### config.mk
export PLATFORM = sky130hd
export DESIGN_NAME = updown_reload_timer_clockout
export DESIGN_NICKNAME = d
export VERILOG_FILES = /design/src/pin_sync.v /design/src/updown_reload_timer_clockout.v
export VERILOG_INCLUDE_DIRS = /design/src
export SDC_FILE = /design/constraint.sdc
export NUM_CORES = 1
export LEC_CHECK = 0
export ABC_AREA = 1
export BUFFER_PORTS_ARGS = -buffer_cell sky130_fd_sc_hd__buf_2
export CAP_MARGIN = 0
export CORE_ASPECT_RATIO = 0.6
export CORE_MARGIN = 3
export CORE_UTILIZATION = 45
export CTS_BUF_LIST = sky130_fd_sc_hd__clkbuf_4 sky130_fd_sc_hd__clkbuf_8
export CTS_CLUSTER_DIAMETER = 150
export DETAILED_ROUTE_END_ITERATION = 12
export GPL_ROUTABILITY_DRIVEN = 0
export PLACE_DENSITY = 0.61
export SYNTH_ARGS = -nofsm -noshare
export SYNTH_HDL_FRONTEND = slang
export SYNTH_HIERARCHICAL = 1
export SYNTH_SLANG_ARGS = --single-unit
### constraint.sdc
create_clock -name sys_clk -period 5.65 [get_ports sys_clk]
set_clock_uncertainty 0.2 [all_clocks]
set_input_delay 0.565 -clock sys_clk [delete_from_list [all_inputs] [get_ports sys_clk]]
set_output_delay 0.565 -clock sys_clk [all_outputs]
set_load 0.1 [all_outputs]
### src/timer_regs.vh
// register map, field positions, reset values and dividers of the reload timer
// Contract
// - count is 16 bits: low and high byte
// - mode select: clock/12 or external count pin
// - count (both bytes) counts only while run bit set
// - capture, auto-reload, baud modes from three bits
// - up/down enable: direction pin sets count direction
// - up overflow past ffff sets flag, interrupt
// - up overflow loads reload pair into count, or 0000 in capture mode
// - down: count equals reload, flag, load ffff
// - up/down: external flag toggles, no interrupt
// - up/down clear: plain up-counting reload timer
// - clock-out: 50% duty, count at clock/2
// - clock-out: reload at overflow, no interrupt
// - clock-out frequency clk/(4*(65536-reload)) on pin
// - baud and clock-out together share reload pair
// - overflow flag only without serial clocking; software clears
// - falling direction pin edge: capture/reload, external flag; the code ignores the edge under serial clocking
// - serial clocking forces auto-reload, ignores capture select
`ifndef TIMER_REGS_VH
`define TIMER_REGS_VH

`define ADDR_W          4
`define OFF_CONTROL     4'h0
`define OFF_MODE        4'h1
`define OFF_COUNT_LO    4'h2
`define OFF_COUNT_HI    4'h3
`define OFF_RELOAD_LO   4'h4
`define OFF_RELOAD_HI   4'h5
`define OFF_IRQ_STATUS  4'h6
`define OFF_IRQ_MASK    4'h7

// control register fields
`define B_OVERFLOW      7
`define B_EXTERNAL      6
`define B_RX_CLOCK      5
`define B_TX_CLOCK      4
`define B_EXT_ENABLE    3
`define B_RUN           2
`define B_COUNTER_MODE  1
`define B_CAPTURE       0
// mode register fields
`define B_CLOCK_OUT_EN  1
`define B_UPDOWN_EN     0
// interrupt status / mask fields
`define B_EV_OVERFLOW   0
`define B_EV_EXTERNAL   1
`define IRQ_W           2

`define CONTROL_RESET   8'h00
`define MODE_RESET      2'h0
`define COUNT_RESET     16'h0000
`define RELOAD_RESET    16'h0000
`define IRQ_RESET       2'h0
`define COUNT_MAX       16'hffff
`define COUNT_STEP      16'h0001
`define PIN_OUT_RESET   1'b1

// prescaler terminal counts: divide by 12 and by 2
`define PRE_W           4
`define PRE_TIMER       4'hb
`define PRE_FAST        4'h1

`endif

### src/pin_sync.v
// two-flop synchroniser with falling-edge detect for a pin input
`timescale 1ns/10ps
module pin_sync (
   input  wire sys_clk,
   input  wire nrst,
   input  wire pin,
   output wire level,
   output wire fall
);
   reg meta;
   reg stable;
   reg last;

   always @(posedge sys_clk or negedge nrst) begin
      if (!nrst) begin
         meta   <= 1'b1;
         stable <= 1'b1;
         last   <= 1'b1;
      end else begin
         meta   <= pin;
         stable <= meta;
         last   <= stable;
      end
   end

   assign level = stable;
   // edge seen from the stable flop only, never from meta
   assign fall  = last & ~stable;
endmodule // pin_sync

### src/updown_reload_timer_clockout.v
// 16-bit up/down auto-reload timer with capture, baud tick and clock-out
`timescale 1ns/10ps
`include "timer_regs.vh"
module updown_reload_timer_clockout (
   input  wire              sys_clk,
   input  wire              nrst,
   input  wire [`ADDR_W-1:0] addr,
   input  wire [7:0]        wdata,
   input  wire              wr,
   input  wire              rd,
   output reg  [7:0]        rdata,
   input  wire              count_pin_in,
   output reg               count_pin_out,
   output reg               count_pin_oe,
   input  wire              direction_trigger_pin,
   output reg               baud_tick,
   output reg               irq
);

   reg  [7:0]           timer_control_reg;
   reg  [1:0]           timer_mode_reg;
   reg  [15:0]          count;
   reg  [15:0]          reload;
   reg  [`IRQ_W-1:0]    irq_status;
   reg  [`IRQ_W-1:0]    irq_mask;
   reg  [`PRE_W-1:0]    prescale;

   reg  [15:0]          next_count;
   reg  [15:0]          next_reload;
   reg  [7:0]           next_control;
   reg  [`IRQ_W-1:0]    next_status;
   reg  [`PRE_W-1:0]    next_prescale;
   reg                  next_pin_out;
   reg                  ev_overflow;
   reg                  ev_external;
   reg                  ext_toggle;
   reg                  pin_toggle;
   reg                  baud_pulse;
   reg                  tick;
   reg  [7:0]           read_mux;

   wire                 count_fall;
   wire                 dir_level;
   wire                 dir_fall;

   pin_sync count_sync (
      .sys_clk (sys_clk),
      .nrst    (nrst),
      .pin     (count_pin_in),
      .level   (),
      .fall    (count_fall)
   );

   pin_sync dir_sync (
      .sys_clk (sys_clk),
      .nrst    (nrst),
      .pin     (direction_trigger_pin),
      .level   (dir_level),
      .fall    (dir_fall)
   );

   wire rx_clock_select       = timer_control_reg[`B_RX_CLOCK];
   wire tx_clock_select       = timer_control_reg[`B_TX_CLOCK];
   wire external_enable       = timer_control_reg[`B_EXT_ENABLE];
   wire run_bit               = timer_control_reg[`B_RUN];
   wire counter_mode_select   = timer_control_reg[`B_COUNTER_MODE];
   wire capture_reload_select = timer_control_reg[`B_CAPTURE];
   wire clock_out_enable      = timer_mode_reg[`B_CLOCK_OUT_EN];
   wire updown_enable         = timer_mode_reg[`B_UPDOWN_EN];

   // mode decode
   wire serial_clk   = rx_clock_select | tx_clock_select;
   wire clock_out    = clock_out_enable & ~counter_mode_select;
   wire capture_mode = capture_reload_select & ~serial_clk & ~clock_out;
   wire updown_mode  = updown_enable & ~capture_mode & ~serial_clk
                       & ~clock_out;
   wire ext_counting = counter_mode_select & ~clock_out;
   wire [`PRE_W-1:0] pre_term = (serial_clk | clock_out) ? `PRE_FAST
                                                         : `PRE_TIMER;

   wire wr_control = wr & (addr == `OFF_CONTROL);
   wire wr_mode    = wr & (addr == `OFF_MODE);
   wire wr_cnt_lo  = wr & (addr == `OFF_COUNT_LO);
   wire wr_cnt_hi  = wr & (addr == `OFF_COUNT_HI);
   wire wr_rld_lo  = wr & (addr == `OFF_RELOAD_LO);
   wire wr_rld_hi  = wr & (addr == `OFF_RELOAD_HI);
   wire wr_status  = wr & (addr == `OFF_IRQ_STATUS);
   wire wr_mask    = wr & (addr == `OFF_IRQ_MASK);

   // count source select
   always @* begin
      next_prescale = prescale + {{(`PRE_W-1){1'b0}}, 1'b1};
      if (prescale >= pre_term)
         next_prescale = {`PRE_W{1'b0}};
      if (ext_counting)
         tick = count_fall;
      else
         tick = (prescale >= pre_term);
   end

   // counting, reload, capture and software writes
   always @* begin
      next_count   = count;
      next_reload  = reload;
      ev_overflow  = 1'b0;
      ev_external  = 1'b0;
      ext_toggle   = 1'b0;
      pin_toggle   = 1'b0;
      baud_pulse   = 1'b0;
      // no counting while stopped; trigger edges and writes below still act
      if (run_bit && tick) begin
         if (updown_mode && !dir_level) begin
            if (count == reload) begin
               next_count  = `COUNT_MAX;
               ev_overflow = 1'b1;
               ext_toggle  = 1'b1;
            end else begin
               next_count = count - `COUNT_STEP;
            end
         end else if (count == `COUNT_MAX) begin
            if (serial_clk)
               baud_pulse = 1'b1;
            if (clock_out)
               pin_toggle = 1'b1;
            if (!serial_clk && !clock_out)
               ev_overflow = 1'b1;
            if (updown_mode)
               ext_toggle = 1'b1;
            if (capture_mode)
               next_count = `COUNT_RESET;
            else
               next_count = reload;
         end else begin
            next_count = count + `COUNT_STEP;
         end
      end
      // trigger edge: direction pin doubles as trigger outside up/down and serial clocking
      if (dir_fall && external_enable && !serial_clk && !updown_mode) begin
         ev_external = 1'b1;
         if (capture_mode)
            next_reload = count;
         else
            next_count = reload;
      end
      // software writes win over the counter for the byte they touch
      if (wr_cnt_lo)
         next_count[7:0] = wdata;
      if (wr_cnt_hi)
         next_count[15:8] = wdata;
      if (wr_rld_lo)
         next_reload[7:0] = wdata;
      if (wr_rld_hi)
         next_reload[15:8] = wdata;
   end

   // control flags: hardware set beats a software clear
   always @* begin
      next_control = timer_control_reg;
      if (wr_control)
         next_control = wdata;
      if (ev_overflow)
         next_control[`B_OVERFLOW] = 1'b1;
      if (ev_external)
         next_control[`B_EXTERNAL] = 1'b1;
      if (ext_toggle)
         next_control[`B_EXTERNAL] = ~next_control[`B_EXTERNAL];
   end

   // sticky status; toggles of the 17th bit raise nothing
   always @* begin
      next_status = irq_status;
      if (wr_status)
         next_status = irq_status & ~wdata[`IRQ_W-1:0];
      if (ev_overflow)
         next_status[`B_EV_OVERFLOW] = 1'b1;
      if (ev_external)
         next_status[`B_EV_EXTERNAL] = 1'b1;
   end

   always @* begin
      next_pin_out = count_pin_out;
      if (!clock_out)
         next_pin_out = `PIN_OUT_RESET;
      else if (pin_toggle)
         next_pin_out = ~count_pin_out;
   end

   always @* begin
      case (addr)
         `OFF_CONTROL:    read_mux = timer_control_reg;
         `OFF_MODE:       read_mux = {6'h00, timer_mode_reg};
         `OFF_COUNT_LO:   read_mux = count[7:0];
         `OFF_COUNT_HI:   read_mux = count[15:8];
         `OFF_RELOAD_LO:  read_mux = reload[7:0];
         `OFF_RELOAD_HI:  read_mux = reload[15:8];
         `OFF_IRQ_STATUS: read_mux = {6'h00, irq_status};
         `OFF_IRQ_MASK:   read_mux = {6'h00, irq_mask};
         default:         read_mux = 8'h00;
      endcase
   end

   always @(posedge sys_clk or negedge nrst) begin
      if (!nrst) begin
         timer_control_reg <= `CONTROL_RESET;
         timer_mode_reg    <= `MODE_RESET;
         count             <= `COUNT_RESET;
         reload            <= `RELOAD_RESET;
         irq_status        <= `IRQ_RESET;
         irq_mask          <= `IRQ_RESET;
         prescale          <= {`PRE_W{1'b0}};
         rdata             <= 8'h00;
         count_pin_out     <= `PIN_OUT_RESET;
         count_pin_oe      <= 1'b0;
         baud_tick         <= 1'b0;
         irq               <= 1'b0;
      end else begin
         timer_control_reg <= next_control;
         if (wr_mode)
            timer_mode_reg <= wdata[1:0];
         if (wr_mask)
            irq_mask <= wdata[`IRQ_W-1:0];
         count         <= next_count;
         reload        <= next_reload;
         irq_status    <= next_status;
         prescale      <= next_prescale;
         rdata         <= rd ? read_mux : 8'h00;
         count_pin_out <= next_pin_out;
         count_pin_oe  <= clock_out;
         baud_tick     <= baud_pulse;
         irq           <= |(irq_status & irq_mask);
      end
   end

endmodule // updown_reload_timer_clockout

==> results.ini, run 1 <==
[layout]
n_fill_cell = 1009
fin_nets = 744
num_antenna_cells = 0
reg_top3 = count x16, reload x16
area_growth_pct = 7.21
finalInstanceArea_sq_um = 5150
layout-drive-gt1-share = 0.118

[synth]
syn_nets = 728
postSynthAreaPerCell_sq_um = 6.82
yosysTopAreaCell = dfrtp_1
syn-instance-count = 705
ys_warn_count = 6
synthesis.area_sq_um = 4810
synth_area_leaders = dfrtp_1 32%, nand2_1 19%, inv_1 5.4%
synth-seq-area-share = 0.356
synth.distinct_cells = 39
yosysTopAreaCellShare = 0.317
ys_seq_elements = 68

[place]
portBuffers = 29
hpwl_microns = 12100
placed_area_sq_um = 4950

[clock_network]
cts_buffers = 9
h-tree-depth = 3
cts_tree = yes
clk_latency_ns = 0.36
max-clock-path-buffers = 2
cts_hold_buf = 0
path_clk_slew_ns = 0.08
cts_setup_buffers = 0
ctsResizeCount = 0
clock_sinks = 68
cts-root-buf = clkbuf_8

[floorplan]
dieWidth_microns = 139
initial_core_util = 0.475
die-area_sq_um = 12000
die_h_microns = 86.1
ioPinCount = 30
rows = 28
coreArea_sq_um = 10100

[sta]
period_share = 0.623
setup_viol = 0
tightest_slew_ns = 0.986
hold_viol_final = 0
timing.slew.headroom = 0.340
setup_tns_ns = 0
slew_viol_final = 0
max_freq_mhz = 284
period_minus_slack_ns = 3.52
whs_ns = 0.0944
rsz0062_at_grt = no

[routing]
wl_met2_microns = 6360
via_per_inst = 5.76
drtPass1Iterations = 5
route.detailed.drc = 0
vias = 4958
ant_nets = 0
m1WireLength_microns = 7350
drt_iter0_markers = 729
wl_met3_microns = 2670
highest_layer = met4
drt-total-wl_microns = 16600
wl_per_cell_microns = 19.3

[setup_path]
crit_path_start_kind = flip-flop
endpoint_kind = flip-flop
r2r_slack_ns = 2.13
cp.arrival_ns = 3.58
rr_endpoint = count[13]
regToRegStartpoint = timer_control_reg[5]
critPathKind = reg -> reg
worstRegToRegCells = 17
crit_fanout = 20
required_ns = 5.71

[global_routing]
grt_pass1_vias = 4491
overflow = 0
grt_pass1_wl_microns = 26200
grt.total_usage = 0.284
grt_max_degree = 69
antenna_found_initial = 0

[worst_hold_path]
holdCritPathClass = in -> reg
hold_depth = 1
holdPathEnd = dir_sync/meta
worstHoldStart = direction_trigger_pin

[status]
outcome = finished clean

[power_and_ir_drop]
p_per_area_nw_per_um2 = 479
p_leak_uw = 0.00261
vdd.ir_drop.worst_mv = 0.202

[job]
maxCapViolCount = 0

per-layer routing:
layer,GRT usage,vias up
met5,0,-
met4,0.0586,0
met3,0.123,24
met2,0.365,311
met1,0.433,2313
li1,-,2310
cells in the final DEF, fill, tap and decap left out, types with 3 or more instances in the layout:
cell type  instances
dfrtp_1           61
nand3_2            3
nor3_1             9
nand2_2            5
nor2_2             8
o21ai_0           35
inv_2              6
nand2_1          245
nor2_1            60
buf_4              3
clkbuf_8          10
a21oi_1           43
o211ai_1           5
xnor2_1            3
inv_1             69
nor2_4             5
nand4_1            5
nand3_1           45
a211oi_1           8
dfstp_2            7
o22ai_1           19
buf_2             28
ha_1               5
xor2_1            18
critical path, stage by stage (launching register included):
cell     delay, ns
dfrtp_1       0.39
inv_1         0.07
nand2_1       0.07
nor2_2        0.18
inv_1         0.13
ha_1          0.29
nand2_1       0.05
nand2_1       0.05
a21oi_1       0.16
nand2_1       0.07
nand2_1       0.53
inv_1         0.58
nand2_2       0.32
nand2_1       0.09
nand2_1       0.07
nand2_1       0.05
nand2_1       0.05
nand2_1       0.05
logic make-up after synthesis:
kind of cell	Yosys count	share of synthesized area
compound gates	117	0.138
xor+xnor	21	0.0383
fa+ha+maj	5	0.0130
buf+inv	101	0.0989
flops	68	0.356
simple gates	393	0.356
cells in the mapped netlist, drive strengths merged:
cell type / count
ha: 5
dfrtp: 61
or2: 1
xor2: 18
nand4: 7
o21ai: 37
nand2: 250
buf: 23
dfstp: 7
nand3: 49
clkbuf: 3
a22o: 1
a21oi: 43
nor4: 2
nor2: 74
o211ai: 6
a221oi: 1
o221ai: 2
nor3: 9
a211oi: 8
o22ai: 19
xnor2: 3
inv: 75
nand3b: 1
power by group:
part / switching, uW / internal [uW] / total, uW
sequential: 250 / 643 / 893
combinational: 778 / 361 / 1140
clock: 216 / 220 / 435
total: 1240 / 1220 / 2470
how the worst max path moves through the flow:
stage | from | to | slack [ns] | cells past startpoint
after floorplan | timer_control_reg[4] | count[12] | 3.32 | 18
after global placement | timer_control_reg[5] | count[7] | 2.38 | 17
after detailed placement | timer_control_reg[5] | count[13] | 2.21 | 17
after CTS | timer_control_reg[5] | count[13] | 2.21 | 17
after global routing | timer_control_reg[5] | count[7] | 1.83 | 17
final | timer_control_reg[5] | count[13] | 2.13 | 17
layout make-up:
| class | instances | area, sq um | share of cell area |
|---|---|---|---|
| Timing Repair Buffer | 31 | 163 | 0.0316 |
| Clock buffer | 10 | 138 | 0.0267 |
| Sequential cell | 68 | 1710 | 0.332 |
| Inverter | 75 | 282 | 0.0546 |
| Clock inverter | 6 | 71.3 | 0.0138 |
| Multi-Input combinational cell | 536 | 2620 | 0.509 |
| Tap cell | 135 | 169 | 0.0328 |
through the flow:
| step | power [uW] | setup slack (ns) | std cells | utilization |
|---|---|---|---|---|
| after CTS | 2430 | 2.21 | 861 | 0.509 |
| after global routing | 2650 | 1.83 | 861 | 0.509 |
| final | 2470 | 2.13 | 861 | 0.509 |
| after detailed placement | 1990 | 2.21 | 845 | 0.489 |
| after floorplan | 1710 | 3.32 | 705 | - |
| after global placement | 1980 | 2.38 | 845 | 0.489 |
Power figures use the tool's default switching activity.
==> inputs of run 2 (changes only) <==
- clock period: 5.65 -> 3.5 ns (I/O delays scaled with it)
==> run 2 against run 1 <==
Register-to-register slack worse by 1.5 ns. Fmax rose by 21%. Count of clock-buffer cells in the layout did not move. Total power is 60% higher. Via count down 0.18%. Critical path depth shrank 3. Clock power grew 58%. Non-clock buffer count rose by 6. First-iteration DRC count increased by 14%. Highest routed layer unchanged.
==> results.ini, run 2 (synthesized netlist as in run 1, its figures left out) <==
[status]
outcome = finished clean  ; unchanged

[clock_network]
h-tree-depth = 3  ; unchanged
ctsResizeCount = 0  ; unchanged
cts_tree = yes  ; unchanged
cts_buffers = 9  ; unchanged
clock_sinks = 68  ; unchanged
clk_latency_ns = 0.37  ; was 0.36 ns
cts-root-buf = clkbuf_8  ; unchanged
path_clk_slew_ns = 0.08  ; about the same
max-clock-path-buffers = 2  ; unchanged

[routing]
drtPass1Iterations = 6  ; was 5
ant_nets = 0  ; unchanged
vias = 4949  ; was 4958
drt_iter0_markers = 829  ; was 729
drt-total-wl_microns = 16600  ; about the same
wl_per_cell_microns = 19.1  ; was 19.3 microns
via_per_inst = 5.70  ; was 5.76
route.detailed.drc = 0  ; unchanged

[sta]
setup_ws_ns = 0.593  ; was 2.13 ns
tightest_slew_ns = 0.931  ; was 0.986 ns
max_freq_mhz = 344  ; was 284 MHz
rsz0062_at_grt = no  ; unchanged
timing.slew.headroom = 0.377  ; was 0.340
whs_ns = 0.0408  ; was 0.0944 ns
period_minus_slack_ns = 2.91  ; was 3.52 ns
hold_viol_final = 0  ; unchanged
setup_viol = 0  ; unchanged
setup_tns_ns = 0  ; unchanged
slew_viol_final = 0  ; unchanged
period_share = 0.830  ; was 0.623

[job]
maxCapViolCount = 0  ; unchanged

[floorplan]
die-area_sq_um = 12000  ; unchanged
initial_core_util = 0.475  ; unchanged
ioPinCount = 30  ; unchanged
dieWidth_microns = 139  ; unchanged
rows = 28  ; unchanged
coreArea_sq_um = 10100  ; unchanged
die_h_microns = 86.1  ; unchanged

[global_routing]
antenna_found_initial = 0  ; unchanged
grt_pass1_wl_microns = 25900  ; was 26200 microns
grt_max_degree = 69  ; unchanged
grt.total_usage = 0.282  ; was 0.284
grt_pass1_vias = 4367  ; was 4491
overflow = 0  ; unchanged

[layout]
final_common_cell = nand2_1  ; unchanged
layout-drive-gt1-share = 0.122  ; was 0.118
n_fill_cell = 1035  ; was 1009
reg_top3 = count x16, reload x16  ; unchanged
layout_common_cells = 245 x nand2_1, 69 x inv_1, 61 x dfrtp_1, 60 x nor2_1, 45 x nand3_1  ; unchanged
fin_nets = 750  ; was 744
instances_no_fill = 868  ; was 861
area_growth_pct = 8.09  ; was 7.21%
finalInstanceArea_sq_um = 5200  ; was 5150 sq um

[worst_hold_path]
holdCritPathClass = in -> reg  ; unchanged

[setup_path]
critPathKind = reg -> reg  ; unchanged
required_ns = 3.60  ; was 5.71 ns
cp.arrival_ns = 3.00  ; was 3.58 ns
endpoint_kind = flip-flop  ; unchanged
max_stage_delay_ns = 0.57  ; was 0.58 ns
crit_slowest_cell = inv_1  ; unchanged
path_delay_family = simple AND/OR/NAND/NOR gates  ; unchanged
crit_fanout = 20  ; unchanged
path_buf_inv = 3  ; unchanged
path_common_cell = nand2_1  ; unchanged
crit_path_start_kind = flip-flop  ; unchanged
cp_cell_sequence = inv_1, nand2_1, nor2_2, inv_1, ha_1, nand2_1, nand2_1, a21oi_1, nand2_1, nand2_1, inv_1, nand4_1, or2_1, nand3_1  ; was inv_1, nand2_1, nor2_2, inv_1, ha_1, nand2_1, nand2_1, a21oi_1, nand2_1, nand2_1, inv_1, nand2_2, nand2_1, nand2_1, nand2_1, nand2_1, nand2_1
r2r_slack_ns = 0.59  ; was 2.13 ns

[place]
placed_area_sq_um = 4970  ; was 4950 sq um
dp_slack_ns = 0.608  ; was 2.21 ns
dp_cells = 848  ; was 845
hpwl_microns = 12000  ; was 12100 microns
portBuffers = 29  ; unchanged

[power_and_ir_drop]
p_per_area_nw_per_um2 = 760  ; was 479 nW/um^2
vdd.ir_drop.worst_mv = 0.388  ; was 0.202 mV
p_leak_uw = 0.00264  ; was 0.00261 uW

-- run 2: cell count changes in the layout (fill, tap and decap cells not counted) --
cell	delta
clkbuf_4	+1
diode_2	+1
dlygate4sd3_1	+3
clkbuf_8	-1
clkinvlp_4	-1
inv_6	-1
clkinv_2	+2
buf_4	+3
-- run 2: stage by stage --
stage,util,power [uW]
final,0.513,3950
after global placement,0.491,3180
after CTS,0.513,3900
after detailed placement,0.491,3200
after floorplan,-,2750
after global routing,0.513,4270
-- run 2: layer usage --
layer | part of all wire | wire length [microns] | GRT usage | vias to the layer above
met5 | 0 | 0 | 0 | -
met4 | 0.012 | 193 | 0.0595 | 0
met3 | 0.14 | 2280 | 0.105 | 24
met2 | 0.37 | 6190 | 0.360 | 297
met1 | 0.48 | 7930 | 0.443 | 2317
li1 | - | - | - | 2311
-- run 2: timing repair --
item | in CTS | in global routing
endpoints found under the hold margin | 63 | 0
hold buffers | 3 | 0
buffers inserted | 0 | 0
-- run 2: final timing paths --
path / end / start / cells past startpoint
max: count_pin_out / timer_control_reg[5] / 14
min: count[15] / wdata[7] / 3
max reg2reg: count_pin_out / timer_control_reg[5] / 14
min reg2reg: count_sync/level / count_sync/meta / 0
max in group asynchronous: count[13] / nrst / 2
min in group asynchronous: count[5] / nrst / 2
-- run 2: layout make-up --
type | instances | area (sq um) | area share
multi-input cells | 536 | 2620 | 0.505
flip-flops and latches | 68 | 1710 | 0.329
inverters | 75 | 282 | 0.0542
repair buffers | 37 | 215 | 0.0414
well taps | 135 | 169 | 0.0325
clock buffers | 10 | 131 | 0.0253
clock inverters | 6 | 65.1 | 0.0125
diodes | 1 | 2.50 | 0.000481
-- run 2: worst reg2reg max path: cells and delay by family, from the launching register on --
kind	cells	cell delay (ns)
and+or+nand+nor	9	1.17
buffers and inverters	3	0.75
DFF	1	0.39
adders and majority gates	1	0.28
AOI/OAI and AO/OA	1	0.07
-- run 2: where the power goes --
| group | total, uW | switching, uW | internal [uW] |
|---|---|---|---|
| Sequential | 1430 | 396 | 1040 |
| Clock | 689 | 350 | 339 |
| Combinational | 1830 | 1240 | 591 |
==> inputs of run 3 (changes only) <==
- ABC_AREA: 1 -> 0
- clock period: 3.5 -> 2.9 ns (I/O delays scaled with it)
==> run 3 against run 2 <==
Worst setup slack worse by 0.41 ns. Via count is 11% lower. Utilization increased by 4.0 points. Critical path type unchanged. Critical endpoint is now count[13]. Largest power group unchanged. Highest routed layer is now met5.
==> results.ini, run 3 <==
[status]
outcome = finished clean  ; unchanged

[sta]
max_freq_mhz = 368  ; was 344 MHz
period_share = 0.938  ; was 0.830
timing.slew.headroom = 0.412  ; was 0.377
hold_viol_final = 0  ; unchanged
period_minus_slack_ns = 2.72  ; was 2.91 ns
rsz0062_at_grt = no  ; unchanged
slew_viol_final = 0  ; unchanged
setup_viol = 0  ; unchanged
setup_tns_ns = 0  ; unchanged
tightest_slew_ns = 0.881  ; was 0.931 ns

[power_and_ir_drop]
p_leak_uw = 0.00228  ; was 0.00264 uW
clkPwrFrac = 0.199  ; was 0.174
p_switching_uw = 2020  ; was 1980 uW
intPower_uw = 2600  ; was 1970 uW
p_comb_frac = 0.454  ; was 0.462
p_per_area_nw_per_um2 = 883  ; was 760 nW/um^2
swShare = 0.438  ; was 0.502
vdd.ir_drop.worst_mv = 0.492  ; was 0.388 mV
seqPwrFrac = 0.347  ; was 0.363

[routing]
wl_per_cell_microns = 22.2  ; was 19.1 microns
vias = 4419  ; was 4949
drt_iter0_markers = 661  ; was 829
ant_nets = 0  ; unchanged
drt-total-wl_microns = 15300  ; was 16600 microns
drtPass1Iterations = 7  ; was 6
route.detailed.drc = 0  ; unchanged
via_per_inst = 6.43  ; was 5.70

[synth]
syn-instance-count = 511  ; was 705
syn_nets = 534  ; was 728
ys_warn_count = 6  ; unchanged
ys_seq_elements = 68  ; unchanged
synth-edff-count = 0  ; unchanged
synth_common_cells = 61 x dfrtp_1, 51 x nand2_1, 43 x a21oi_1  ; was 245 x nand2_1, 69 x inv_1, 61 x dfrtp_1
postSynthAreaPerCell_sq_um = 8.83  ; was 6.82 sq um
synthMostInstantiatedCell = dfrtp_1  ; was nand2_1
synth_area_leaders = dfrtp_1 34%, xor2_1 5.0%, a21oi_1 4.8%  ; was dfrtp_1 32%, nand2_1 19%, inv_1 5.4%
yosysTopAreaCell = dfrtp_1  ; unchanged
synth-seq-area-share = 0.379  ; was 0.356
synth.distinct_cells = 63  ; was 39
synthesis.area_sq_um = 4510  ; was 4810 sq um
yosysTopAreaCellShare = 0.338  ; was 0.317
ys.flop_type = dfrtp_1  ; unchanged
synth-async-reset-ratio = 1.00  ; unchanged

[clock_network]
clock_sinks = 68  ; unchanged
cts_setup_buffers = 0  ; unchanged
clk_latency_ns = 0.37  ; about the same
max-clock-path-buffers = 2  ; unchanged
h-tree-depth = 3  ; unchanged
cts_buffers = 9  ; unchanged
cts_tree = yes  ; unchanged
cts-root-buf = clkbuf_8  ; unchanged
path_clk_slew_ns = 0.09  ; was 0.08 ns

[floorplan]
rows = 27  ; was 28
initial_core_util = 0.477  ; was 0.475
coreArea_sq_um = 9460  ; was 10100 sq um
ioPinCount = 30  ; unchanged
die-area_sq_um = 11300  ; was 12000 sq um
dieWidth_microns = 135  ; was 139 microns
die_h_microns = 83.6  ; was 86.1 microns

[setup_path]
critPathKind = reg -> reg  ; unchanged
cp.arrival_ns = 2.79  ; was 3.00 ns
path_common_cell = inv_1  ; was nand2_1
required_ns = 2.97  ; was 3.60 ns
max_stage_delay_ns = 0.41  ; was 0.57 ns
crit_path_start_kind = flip-flop  ; unchanged
crit_slowest_cell = dfrtp_1  ; was inv_1
regToRegStartpoint = timer_mode_reg[1]  ; was timer_control_reg[5]
endpoint_kind = flip-flop  ; unchanged
rr_endpoint = count[13]  ; was count_pin_out
crit_fanout = 17  ; was 20
r2r_slack_ns = 0.18  ; was 0.59 ns
cp_cell_sequence = nand2b_1, inv_1, nor3_2, inv_1, ha_1, a211o_1, a22oi_1, buf_12, nor3_1, xnor2_1, nor2_1, a221oi_1  ; was inv_1, nand2_1, nor2_2, inv_1, ha_1, nand2_1, nand2_1, a21oi_1, nand2_1, nand2_1, inv_1, nand4_1, or2_1, nand3_1
worstRegToRegCells = 12  ; was 14

[global_routing]
grt.total_usage = 0.273  ; was 0.282
overflow = 0  ; unchanged
grt_max_degree = 69  ; unchanged
grt_pass1_vias = 4141  ; was 4367
antenna_found_initial = 0  ; unchanged
grt_pass1_wl_microns = 23600  ; was 25900 microns

[job]
maxCapViolCount = 0  ; unchanged

[place]
portBuffers = 29  ; unchanged
hpwl_microns = 10800  ; was 12000 microns
placed_area_sq_um = 4950  ; was 4970 sq um

[worst_hold_path]
holdCritPathClass = in -> reg  ; unchanged
holdPathEnd = reload[2]  ; was count[15]
hold_depth = 3  ; unchanged
worstHoldStart = wdata[2]  ; was wdata[7]

[layout]
fin_nets = 575  ; was 750
final_util = 0.554  ; was 0.513
area_growth_pct = 16.0  ; was 8.09%
final_common_cell = dfrtp_1  ; was nand2_1
reg_top3 = count x16, reload x16  ; unchanged
layout_common_cells = 61 x dfrtp_1, 51 x nand2_1, 43 x a21oi_1, 38 x buf_4, 34 x o21ai_0  ; was 245 x nand2_1, 69 x inv_1, 61 x dfrtp_1, 60 x nor2_1, 45 x nand3_1
finalInstanceArea_sq_um = 5240  ; was 5200 sq um
n_fill_cell = 880  ; was 1035
layout-drive-gt1-share = 0.217  ; was 0.122
num_antenna_cells = 0  ; was 1

## run 3: cell count changes after synthesis, sizes merged, moves of 14 or more
cell,before,now
clkbuf,3,31
nand2,250,51
mux2i,0,14
inv,75,10
nand3,49,24
nor2,74,29
## run 3: cell type report
cell class	count	area, sq um	share of cell area
multi-input cells	391	2610	0.498
flip-flops and latches	68	1710	0.327
repair buffers	72	490	0.0937
well taps	130	163	0.0311
clock buffers	10	138	0.0263
clock inverters	6	87.6	0.0167
inverters	10	37.5	0.00717
## run 3: how the worst max path moves through the flow
stage / start / end / slack, ns / depth (start not counted)
finish: timer_mode_reg[1] / count[13] / 0.18 / 12
global route: timer_mode_reg[1] / count[13] / 0.007 / 12
CTS: timer_mode_reg[1] / count[13] / 0.15 / 12
detailed placement: timer_mode_reg[1] / count[13] / 0.16 / 12
global placement: count[0] / count[0] / 0.24 / 7
floorplan: timer_control_reg[1] / count[2] / 0.08 / 12
## run 3: repair_timing
| item | CTS | global route |
|---|---|---|
| hold buffers | 4 | 0 |
| gates resized for setup | 0 | 4 |
| hold endpoints to repair | 65 | 0 |
| endpoints found under the setup margin | 0 | 11 |
## run 3: routing by layer
layer | routed length (microns) | vias to the layer above | GRT usage | part of all wire
met4 | 239 | 2 | 0.0833 | 0.016
met1 | 6810 | 2095 | 0.407 | 0.45
met5 | 53 | - | 0.0370 | 0.0035
li1 | - | 1974 | - | -
met3 | 2130 | 34 | 0.0928 | 0.14
met2 | 6030 | 314 | 0.364 | 0.40
## run 3: stage by stage
stage / instances / power [uW] / hold slack (ns) / setup slack, ns
after floorplan: 511 / 2920 / -0.206 / 0.0844
after global placement: 667 / 3580 / 0.148 / 0.236
after detailed placement: 667 / 3620 / 0.149 / 0.157
after CTS: 687 / 4540 / 0.0317 / 0.155
after global routing: 687 / 4870 / 0.0287 / 0.00660
final: 687 / 4620 / 0.0375 / 0.180
## run 3: logic make-up (layout without fill, tap and decap cells)
kind of cell             Yosys count  in the layout  share of synthesized area
XOR/XNOR                          42             42                     0.0815
flip-flops                        68             68                      0.379
AO/OA/AOI/OAI                    145            145                      0.207
adder cells (fa/ha/maj)            5              5                     0.0139
AND/OR/NAND/NOR                  173            173                      0.209
buffers and inverters             52             98                     0.0488
multiplexers                      26             26                     0.0610
## run 3: power by group through the flow
stage	Sequential, uW	Clock [uW]	Combinational (uW)
6_report	1610	919	2100
5_1_grt	1630	974	2270
4_1_cts	1590	924	2030
3_5_place_dp	1600	0	2010
3_3_place_gp	1600	0	1980
2_1_floorplan	1580	0	1340
## run 3: critical path, delay by kind of cell (launching register included)
| kind | cells | cell delay (ns) |
|---|---|---|
| AO/OA/AOI/OAI | 3 | 0.79 |
| XOR/XNOR | 1 | 0.14 |
| adder cells (fa/ha/maj) | 1 | 0.27 |
| buffers and inverters | 3 | 0.39 |
| flip-flops | 1 | 0.41 |
| AND/OR/NAND/NOR | 4 | 0.43 |
